===== config.mk =====
export PLATFORM = sky130hd
export DESIGN_NAME = lps_status_regs
export DESIGN_NICKNAME = d
export VERILOG_FILES = /design/src/logic/lps_pkg.sv /design/src/logic/lps_status_regs.sv
export VERILOG_INCLUDE_DIRS = /design/src /design/src/logic
export SDC_FILE = /design/constraint.sdc
export NUM_CORES = 1
export LEC_CHECK = 0
export BUFFER_PORTS_ARGS = -buffer_cell sky130_fd_sc_hd__buf_2
export CAP_MARGIN = 10
export CELL_PAD_IN_SITES_DETAIL_PLACEMENT = 1
export CELL_PAD_IN_SITES_GLOBAL_PLACEMENT = 1
export CORE_ASPECT_RATIO = 0.7
export CORE_UTILIZATION = 38
export CTS_CLUSTER_SIZE = 12
export DETAILED_ROUTE_END_ITERATION = 6
export PLACE_DENSITY_LB_ADDON = 0.2
export SYNTH_ARGS = -nofsm -noshare
export SYNTH_HDL_FRONTEND = slang
export SYNTH_SLANG_ARGS = --single-unit

===== constraint.sdc =====
create_clock -name pclk -period 1.9 [get_ports pclk]
set_input_delay 0.38 -clock pclk [delete_from_list [all_inputs] [get_ports pclk]]
set_output_delay 0.38 -clock pclk [all_outputs]
set_load 0.03 [all_outputs]

===== src/logic/lps_defines.svh =====
// Purpose: Offsets, field positions, reset values for link status regs
// Assumes: APB, 32-bit data, one aligned word per register
// Notes: Offsets first, then fields and reset values
`ifndef LPS_DEFINES_SVH
`define LPS_DEFINES_SVH
// --------------------------------------------------------------
// Register byte offsets
// --------------------------------------------------------------
`define LPS_OFF_ACK 8'h08
`define LPS_OFF_CTRL 8'h0c
`define LPS_OFF_INPUT 8'h10
`define LPS_OFF_REJ0 8'h14
`define LPS_OFF_REJ1 8'h18
`define LPS_OFF_REJ2 8'h1c
`define LPS_OFF_STATE 8'h20
`define LPS_OFF_IST 8'h24
`define LPS_OFF_IMASK 8'h28
// --------------------------------------------------------------
// Fields and reset values
// --------------------------------------------------------------
`define LPS_NA_LSB 0
`define LPS_LNA_LSB 4
`define LPS_ACKN_BIT 7
`define LPS_PF_BIT 5
`define LPS_CODE_RST 5'h07
`define LPS_ACKN_RST 1'b0
`define LPS_IRQ_W 5
`define LPS_EV_NA 0
`define LPS_EV_FRAME 1
`define LPS_EV_REJ 2
`define LPS_EV_ACKDONE 3
`define LPS_EV_INPUT 4
`endif


===== src/logic/lps_pkg.sv =====
// Purpose: Types for link status registers
// Assumes: Codes fixed by the protocol engine
// Notes: None
package lps_pkg;
   typedef enum logic [4:0] {
      LPS_S0 = 5'h00, LPS_S1 = 5'h01, LPS_S2A = 5'h02, LPS_S2B = 5'h03,
      LPS_S3 = 5'h04, LPS_S5 = 5'h05, LPS_S6 = 5'h06, LPS_S4 = 5'h07,
      LPS_S7 = 5'h08, LPS_S8 = 5'h09, LPS_S10 = 5'h0a, LPS_S13 = 5'h0b,
      LPS_S16 = 5'h0c, LPS_S17 = 5'h0d, LPS_S11 = 5'h0f, LPS_S12 = 5'h10,
      LPS_S9 = 5'h11, LPS_S14 = 5'h1a, LPS_S15 = 5'h1b
   } lps_state_t;
   typedef enum logic [4:0] {
      LPS_IN_LSTOP = 5'h00, LPS_IN_LSTART = 5'h01, LPS_IN_T1 = 5'h02,
      LPS_IN_T4 = 5'h03, LPS_IN_UNREC = 5'h04, LPS_IN_IDCMD = 5'h05,
      LPS_IN_BUSY = 5'h06, LPS_IN_IAVAIL = 5'h07, LPS_IN_BCLR = 5'h08,
      LPS_IN_BADNS = 5'h09, LPS_IN_PWINIT = 5'h0a, LPS_IN_PWWAIT = 5'h0b,
      LPS_IN_REJC = 5'h0c, LPS_IN_RRC = 5'h0d, LPS_IN_RNRC = 5'h0e,
      LPS_IN_IFRM = 5'h0f, LPS_IN_UA = 5'h10, LPS_IN_REJFRM = 5'h11,
      LPS_IN_DM = 5'h12, LPS_IN_SABM = 5'h13, LPS_IN_BADNR = 5'h14,
      LPS_IN_IDRSP = 5'h15, LPS_IN_T2 = 5'h16, LPS_IN_IDLE = 5'h18,
      LPS_IN_N2 = 5'h19, LPS_IN_DISC = 5'h1a, LPS_IN_REJR = 5'h1c,
      LPS_IN_RRR = 5'h1d, LPS_IN_RNRR = 5'h1e
   } lps_code_t;
endpackage


===== src/logic/lps_status_regs.sv =====
// Purpose: Link protocol status register bank, APB slave
// Assumes: Engine inputs synchronous to pclk
// Notes: Status registers read-only; irq regs write-one-clear/mask
//
// The register offsets and the APB slave port are this design's own decisions.
`timescale 1ns/1ps
`include "lps_defines.svh"
module lps_status_regs (
   input wire logic pclk,
   input wire logic presetn,
   input wire logic psel,
   input wire logic penable,
   input wire logic pwrite,
   input wire logic [7:0] paddr,
   input wire logic [31:0] pwdata,
   output logic [31:0] prdata,
   output logic pready,
   output logic pslverr,
   input wire logic na_update,
   input wire logic [2:0] na_value,
   input wire logic acks_busy,
   input wire logic frame_ok,
   input wire logic [7:0] frame_ctrl,
   input wire logic frame_pf,
   input wire logic input_valid,
   input wire logic [4:0] input_code,
   input wire logic reject_valid,
   input wire logic [7:0] reject_byte0,
   input wire logic [7:0] reject_byte1,
   input wire logic [7:0] reject_byte2,
   input wire logic [4:0] state_ord,
   output logic [4:0] protocol_state_number,
   output logic irq
);
   // --------------------------------------------------------------
   // State
   // --------------------------------------------------------------
   logic [2:0] na_r, na_nxt, lna_r, lna_nxt;
   logic ackn_r, ackn_nxt;
   logic [7:0] ctrl_r, ctrl_nxt;
   logic pf_r, pf_nxt;
   lps_pkg::lps_code_t code_r, code_nxt;
   logic [7:0] rej0_r, rej0_nxt, rej1_r, rej1_nxt, rej2_r, rej2_nxt;
   lps_pkg::lps_state_t state_r, state_nxt;
   logic [`LPS_IRQ_W-1:0] ist_r, ist_nxt, imask_r, imask_nxt, ev;
   logic [31:0] prdata_r, prdata_nxt;
   logic setup, wr_acc, mapped, code_legal, na_change;

   // --------------------------------------------------------------
   // State number encoding
   // --------------------------------------------------------------
   function automatic lps_pkg::lps_state_t enc_state(input logic [4:0] ord);
      unique case (ord)
         5'd0: enc_state = lps_pkg::LPS_S0;
         5'd1: enc_state = lps_pkg::LPS_S1;
         5'd2: enc_state = lps_pkg::LPS_S2A;
         5'd3: enc_state = lps_pkg::LPS_S2B;
         5'd4: enc_state = lps_pkg::LPS_S3;
         5'd5: enc_state = lps_pkg::LPS_S4;
         5'd6: enc_state = lps_pkg::LPS_S5;
         5'd7: enc_state = lps_pkg::LPS_S6;
         5'd8: enc_state = lps_pkg::LPS_S7;
         5'd9: enc_state = lps_pkg::LPS_S8;
         5'd10: enc_state = lps_pkg::LPS_S9;
         5'd11: enc_state = lps_pkg::LPS_S10;
         5'd12: enc_state = lps_pkg::LPS_S11;
         5'd13: enc_state = lps_pkg::LPS_S12;
         5'd14: enc_state = lps_pkg::LPS_S13;
         5'd15: enc_state = lps_pkg::LPS_S14;
         5'd16: enc_state = lps_pkg::LPS_S15;
         5'd17: enc_state = lps_pkg::LPS_S16;
         5'd18: enc_state = lps_pkg::LPS_S17;
         // Out-of-range ordinal parks at S0
         default: enc_state = lps_pkg::LPS_S0;
      endcase
   endfunction

   // --------------------------------------------------------------
   // Engine-side updates
   // --------------------------------------------------------------
   always_comb begin
      na_change = na_update && (na_value != na_r);
      // Codes 23, 27 and 31 carry no meaning and are dropped
      code_legal = (input_code != 5'h17) && (input_code != 5'h1b) && (input_code != 5'h1f);
      na_nxt = na_r;
      lna_nxt = lna_r;
      if (na_change) begin
         lna_nxt = na_r;
         na_nxt = na_value;
      end
      ackn_nxt = acks_busy;
      ctrl_nxt = frame_ok ? frame_ctrl : ctrl_r;
      pf_nxt = frame_ok ? frame_pf : pf_r;
      code_nxt = code_r;
      if (input_valid && code_legal) begin
         code_nxt = lps_pkg::lps_code_t'(input_code);
      end
      rej0_nxt = reject_valid ? reject_byte0 : rej0_r;
      rej1_nxt = reject_valid ? reject_byte1 : rej1_r;
      rej2_nxt = reject_valid ? reject_byte2 : rej2_r;
      state_nxt = enc_state(state_ord);
   end

   always_ff @(posedge pclk or negedge presetn) begin
      if (!presetn) begin
         na_r <= 3'h0;
         lna_r <= 3'h0;
         ackn_r <= `LPS_ACKN_RST;
         ctrl_r <= 8'h00;
         pf_r <= 1'b0;
         code_r <= lps_pkg::lps_code_t'(`LPS_CODE_RST);
         rej0_r <= 8'h00;
         rej1_r <= 8'h00;
         rej2_r <= 8'h00;
         state_r <= lps_pkg::LPS_S0;
      end else begin
         na_r <= na_nxt;
         lna_r <= lna_nxt;
         ackn_r <= ackn_nxt;
         ctrl_r <= ctrl_nxt;
         pf_r <= pf_nxt;
         code_r <= code_nxt;
         rej0_r <= rej0_nxt;
         rej1_r <= rej1_nxt;
         rej2_r <= rej2_nxt;
         state_r <= state_nxt;
      end
   end

   // --------------------------------------------------------------
   // APB slave and interrupt registers
   // --------------------------------------------------------------
   always_comb begin
      setup = psel && !penable;
      wr_acc = psel && penable && pwrite;
      unique case (paddr)
         `LPS_OFF_ACK, `LPS_OFF_CTRL, `LPS_OFF_INPUT, `LPS_OFF_REJ0, `LPS_OFF_REJ1,
         `LPS_OFF_REJ2, `LPS_OFF_STATE, `LPS_OFF_IST, `LPS_OFF_IMASK: mapped = 1'b1;
         default: mapped = 1'b0;
      endcase
      ev = '0;
      ev[`LPS_EV_NA] = na_change;
      ev[`LPS_EV_FRAME] = frame_ok;
      ev[`LPS_EV_REJ] = reject_valid;
      // Falling busy means every received ack is now processed
      ev[`LPS_EV_ACKDONE] = ackn_r && !acks_busy;
      ev[`LPS_EV_INPUT] = input_valid && code_legal;
      ist_nxt = ist_r;
      imask_nxt = imask_r;
      // Status registers take no writes: only irq regs decode here
      if (wr_acc && paddr == `LPS_OFF_IST) begin
         ist_nxt = ist_r & ~pwdata[`LPS_IRQ_W-1:0];
      end
      if (wr_acc && paddr == `LPS_OFF_IMASK) begin
         imask_nxt = pwdata[`LPS_IRQ_W-1:0];
      end
      // Set wins over a simultaneous clear
      ist_nxt = ist_nxt | ev;
      prdata_nxt = prdata_r;
      if (setup && !pwrite) begin
         prdata_nxt = 32'h0;
         unique case (paddr)
            `LPS_OFF_ACK: prdata_nxt[7:0] = {ackn_r, lna_r, 1'b0, na_r};
            `LPS_OFF_CTRL: prdata_nxt[7:0] = ctrl_r;
            // Test bits 7:6 read as zero
            `LPS_OFF_INPUT: prdata_nxt[7:0] = {2'b00, pf_r, code_r};
            `LPS_OFF_REJ0: prdata_nxt[7:0] = rej0_r;
            `LPS_OFF_REJ1: prdata_nxt[7:0] = rej1_r;
            `LPS_OFF_REJ2: prdata_nxt[7:0] = rej2_r;
            `LPS_OFF_STATE: prdata_nxt[4:0] = state_r;
            `LPS_OFF_IST: prdata_nxt[`LPS_IRQ_W-1:0] = ist_r;
            `LPS_OFF_IMASK: prdata_nxt[`LPS_IRQ_W-1:0] = imask_r;
            default: prdata_nxt = 32'h0;
         endcase
      end
   end

   always_ff @(posedge pclk or negedge presetn) begin
      if (!presetn) begin
         ist_r <= '0;
         imask_r <= '0;
         prdata_r <= 32'h0;
      end else begin
         ist_r <= ist_nxt;
         imask_r <= imask_nxt;
         prdata_r <= prdata_nxt;
      end
   end

   // Zero-wait slave: read data was latched in the setup cycle
   assign pready = 1'b1;
   assign pslverr = psel && penable && !mapped;
   assign prdata = prdata_r;
   assign protocol_state_number = state_r;
   assign irq = |(ist_r & imask_r);
endmodule // lps_status_regs


==> summary.txt <==
Status
  – Status: complete, no violations

CTS
  – Total clock buffers created by CTS: 9
  – CTS tree: built
  – Worst skew pair latency: 0.33 ns
  – CTS clk-pin slew, worst paths: 0.05 ns
  – Clock sink total: 68
  – Clk buf depth: 2
  – CTS root buffer: clkbuf_16
  – Max H-tree Level: 3
  – Hold_buf cts: 0

Run
  – Max Cap Viol: 0

Floorplanning
  – Die span in x: 121 um
  – Core area: 0.00933 sq mm
  – Starting density of the core: 40.3%
  – I/O Pins: 136
  – FP Rows: 29
  – Die area: 0.0103 sq mm
  – Die Height: 85.2 um

Placed design
  – IO Port Bufs: 83
  – DP HPWL: 8040 um
  – Placed Instance Area: 0.00440 sq mm
  – Global placement routability congestion: 0.878

Power
  – Leak: 0.00219 uW
  – Pwr Density: 881 mW/mm^2
  – VDD IR max: 0.489 mV

Setup path
  – R2R setup slack: 0.38 ns
  – Critical Path AT: 1.49 ns
  – Worst path cell trace: buf_6 > or4_4 > a211oi_4 > nor2_1 > buf_4
  – Worst R2R Path Depth: 4
  – Endpoint type of the worst setup path: output pin
  – CP max stage delay: 0.56 ns
  – Type of origin of the critical path: input port
  – Worst path slowest cell: or4_4
  – Critical path peak fanout: 2
  – Critical Path RT: 1.52 ns
  – Crit path kind: input port to output pin

STA
  – Max Fclk: 534 MHz
  – Setup violations, final: 0
  – Setup Skew: 0.00286 ns
  – Final Critical Period: 1.87 ns
  – Least-Margin Pin Slew: 0.531 ns
  – Slew Viols, Final: 0
  – Final setup TNS: 0 ns
  – RSZ-0062 raised after global routing: yes
  – Relative max-transition margin: 64.3%
  – Final period util: 98.6%
  – Final hold viol count: 0

Synth
  – FF+latch count, synth: 68
  – Number of flops mapped to enable cells by yosys: 0
  – Sequential share of the synthesized area: 45.4%
  – Post-synth ARST share: 100%
  – Post-Syn Area: 0.00375 sq mm
  – Avg Inst Size Synth: 11.4 sq um
  – Top cells by area, synth: dfrtp_1, mux2_2, buf_4
  – Syn Inst Count: 328
  – Area leader, netlist: dfrtp_1
  – Yosys cell types: 56
  – Most common cell in the netlist: dfrtp_1
  – Synth Flop Type: dfrtp_1
  – Yosys top cell area share: 43.3%
  – Syn. warnings: 0
  – Synth cell count leaders: dfrtp_1, mux2_2, buf_4

Route
  – WL/cell: 18.7 um
  – Final ANT Viol Nets: 0
  – Via density per instance: 5.25
  – # DRC: 0
  – WL final: 10600 um
  – DR vias: 2972
  – 1st-iter DRT viols: 139
  – Pre-Repair DR Iteration Count: 4

Global routing
  – Antenna violations before repair: 0
  – Pin count of the biggest net entering global routing: 69
  – GRT Residual Overflow: 0
  – First-pass GRT wire length: 17000 um
  – Vias in the first global route: 3190
  – Global Route Usage Sum: 22.2%

Finish
  – Synth-to-Final Area Change: 27.3%
  – Antenna cell count: 0
  – Share of layout cells above drive strength 1: 46.2%
  – Fin area: 0.00478 sq mm
  – Final net count: 537

Worst hold path
  – HP Class: input port to async pin
flip-flops by register name, indices dropped and copies added, names as in the netlist:
| signal | flops |
|---|---|
| na_r | 3 |
| imask_r | 5 |
| rej0_r | 8 |
| rej1_r | 8 |
| code_r | 5 |
| prdata | 8 |
| pf_r | 1 |
| rej2_r | 8 |
| lna_r | 3 |
| ist_r | 5 |
| protocol_state_number | 5 |
| ctrl_r | 8 |
| ackn_r | 1 |
layer usage:
| layer | track usage [%] | routed length [um] | vias to the layer above |
|---|---|---|---|
| li1 | - | - | 1381 |
| met1 | 30.9 | 5130 | 1489 |
| met2 | 34.0 | 4810 | 89 |
| met3 | 6.25 | 561 | 13 |
| met4 | 5.72 | 111 | 0 |
| met5 | 0 | 0 | - |
worst max-delay path, delay by kind of cell:
kind                   cells  cell delay (ns)
AOI/OAI and AO/OA          1             0.22
buffers and inverters      2             0.26
and+or+nand+nor            2             0.63
worst paths after layout:
check	startpoint	end
min in group pclk	acks_busy	ackn_r
max in group asynchronous	presetn	code_r[0]
max reg2reg	na_r[2]	lna_r[0]
min	presetn	rej0_r[3]
max	paddr[1]	pslverr
min reg2reg	prdata[6]	prdata[6]
area by class of cell:
class | count | area (sq um)
Timing Repair Buffer | 117 | 707
Inverter | 8 | 30.0
Clock buffer | 10 | 239
Multi-Input combinational cell | 233 | 1830
Tap cell | 124 | 155
Fill cell | 1036 | 4540
Sequential cell | 68 | 1710
Clock inverter | 6 | 111
power by group:
part           internal [uW]  switching, uW
combinational            281            347
sequential              1570           74.5
clock                   1320            622
total                   3170           1040
per-stage QoR:
step | instances | setup WS [ns] | util [%] | total power, uW | hold WS [ns]
floorplan | 351 | 0.0566 | - | 2050 | 0.0844
CTS | 564 | 0.0115 | 51.1 | 4250 | 0.0807
global placement | 548 | -0.0783 | 47.2 | 2270 | 0.428
global route | 566 | -0.0205 | 51.3 | 4390 | 0.0951
detailed placement | 548 | -0.0404 | 47.2 | 2290 | 0.432
finish | 566 | 0.0267 | 51.3 | 4210 | 0.0680
layout by cell type (no fill, tap or decap), types with 4 or more instances in the layout:
cell type,synthesis,final
nand2b_1,4,4
a21oi_1,6,6
ha_1,4,4
nor2b_1,5,5
inv_1,8,8
mux2_2,57,57
o21ai_0,5,5
nand2_1,20,20
buf_4,27,33
buf_2,5,80
nand4_1,6,6
nand3b_1,6,6
dfrtp_1,65,65
nand3_1,4,4
xor2_1,4,4
clkbuf_16,0,9
o211ai_1,6,6
a21o_1,5,5
a32o_1,7,7
nor2_1,9,9
conb_1,2,25
mux2i_1,7,7
cell families after synthesis:
| logic type | Yosys count | synth area share (%) |
|---|---|---|
| flops | 68 | 45.4 |
| buf+inv | 50 | 8.06 |
| mux | 65 | 19.6 |
| fa+ha+maj | 4 | 1.33 |
| compound gates | 56 | 11.8 |
| simple gates | 79 | 12.7 |
| other cells | 2 | 0.200 |
| xor+xnor | 4 | 0.933 |
repair_timing:
| item | 4_1_cts | 5_1_grt |
|---|---|---|
| setup buffers | 0 | 3 |
| resized for setup | 2 | 1 |
| pin swaps | 0 | 1 |
| endpoints found under the setup margin | 1 | 2 |
Note: power is estimated with default switching activity, not from simulation.
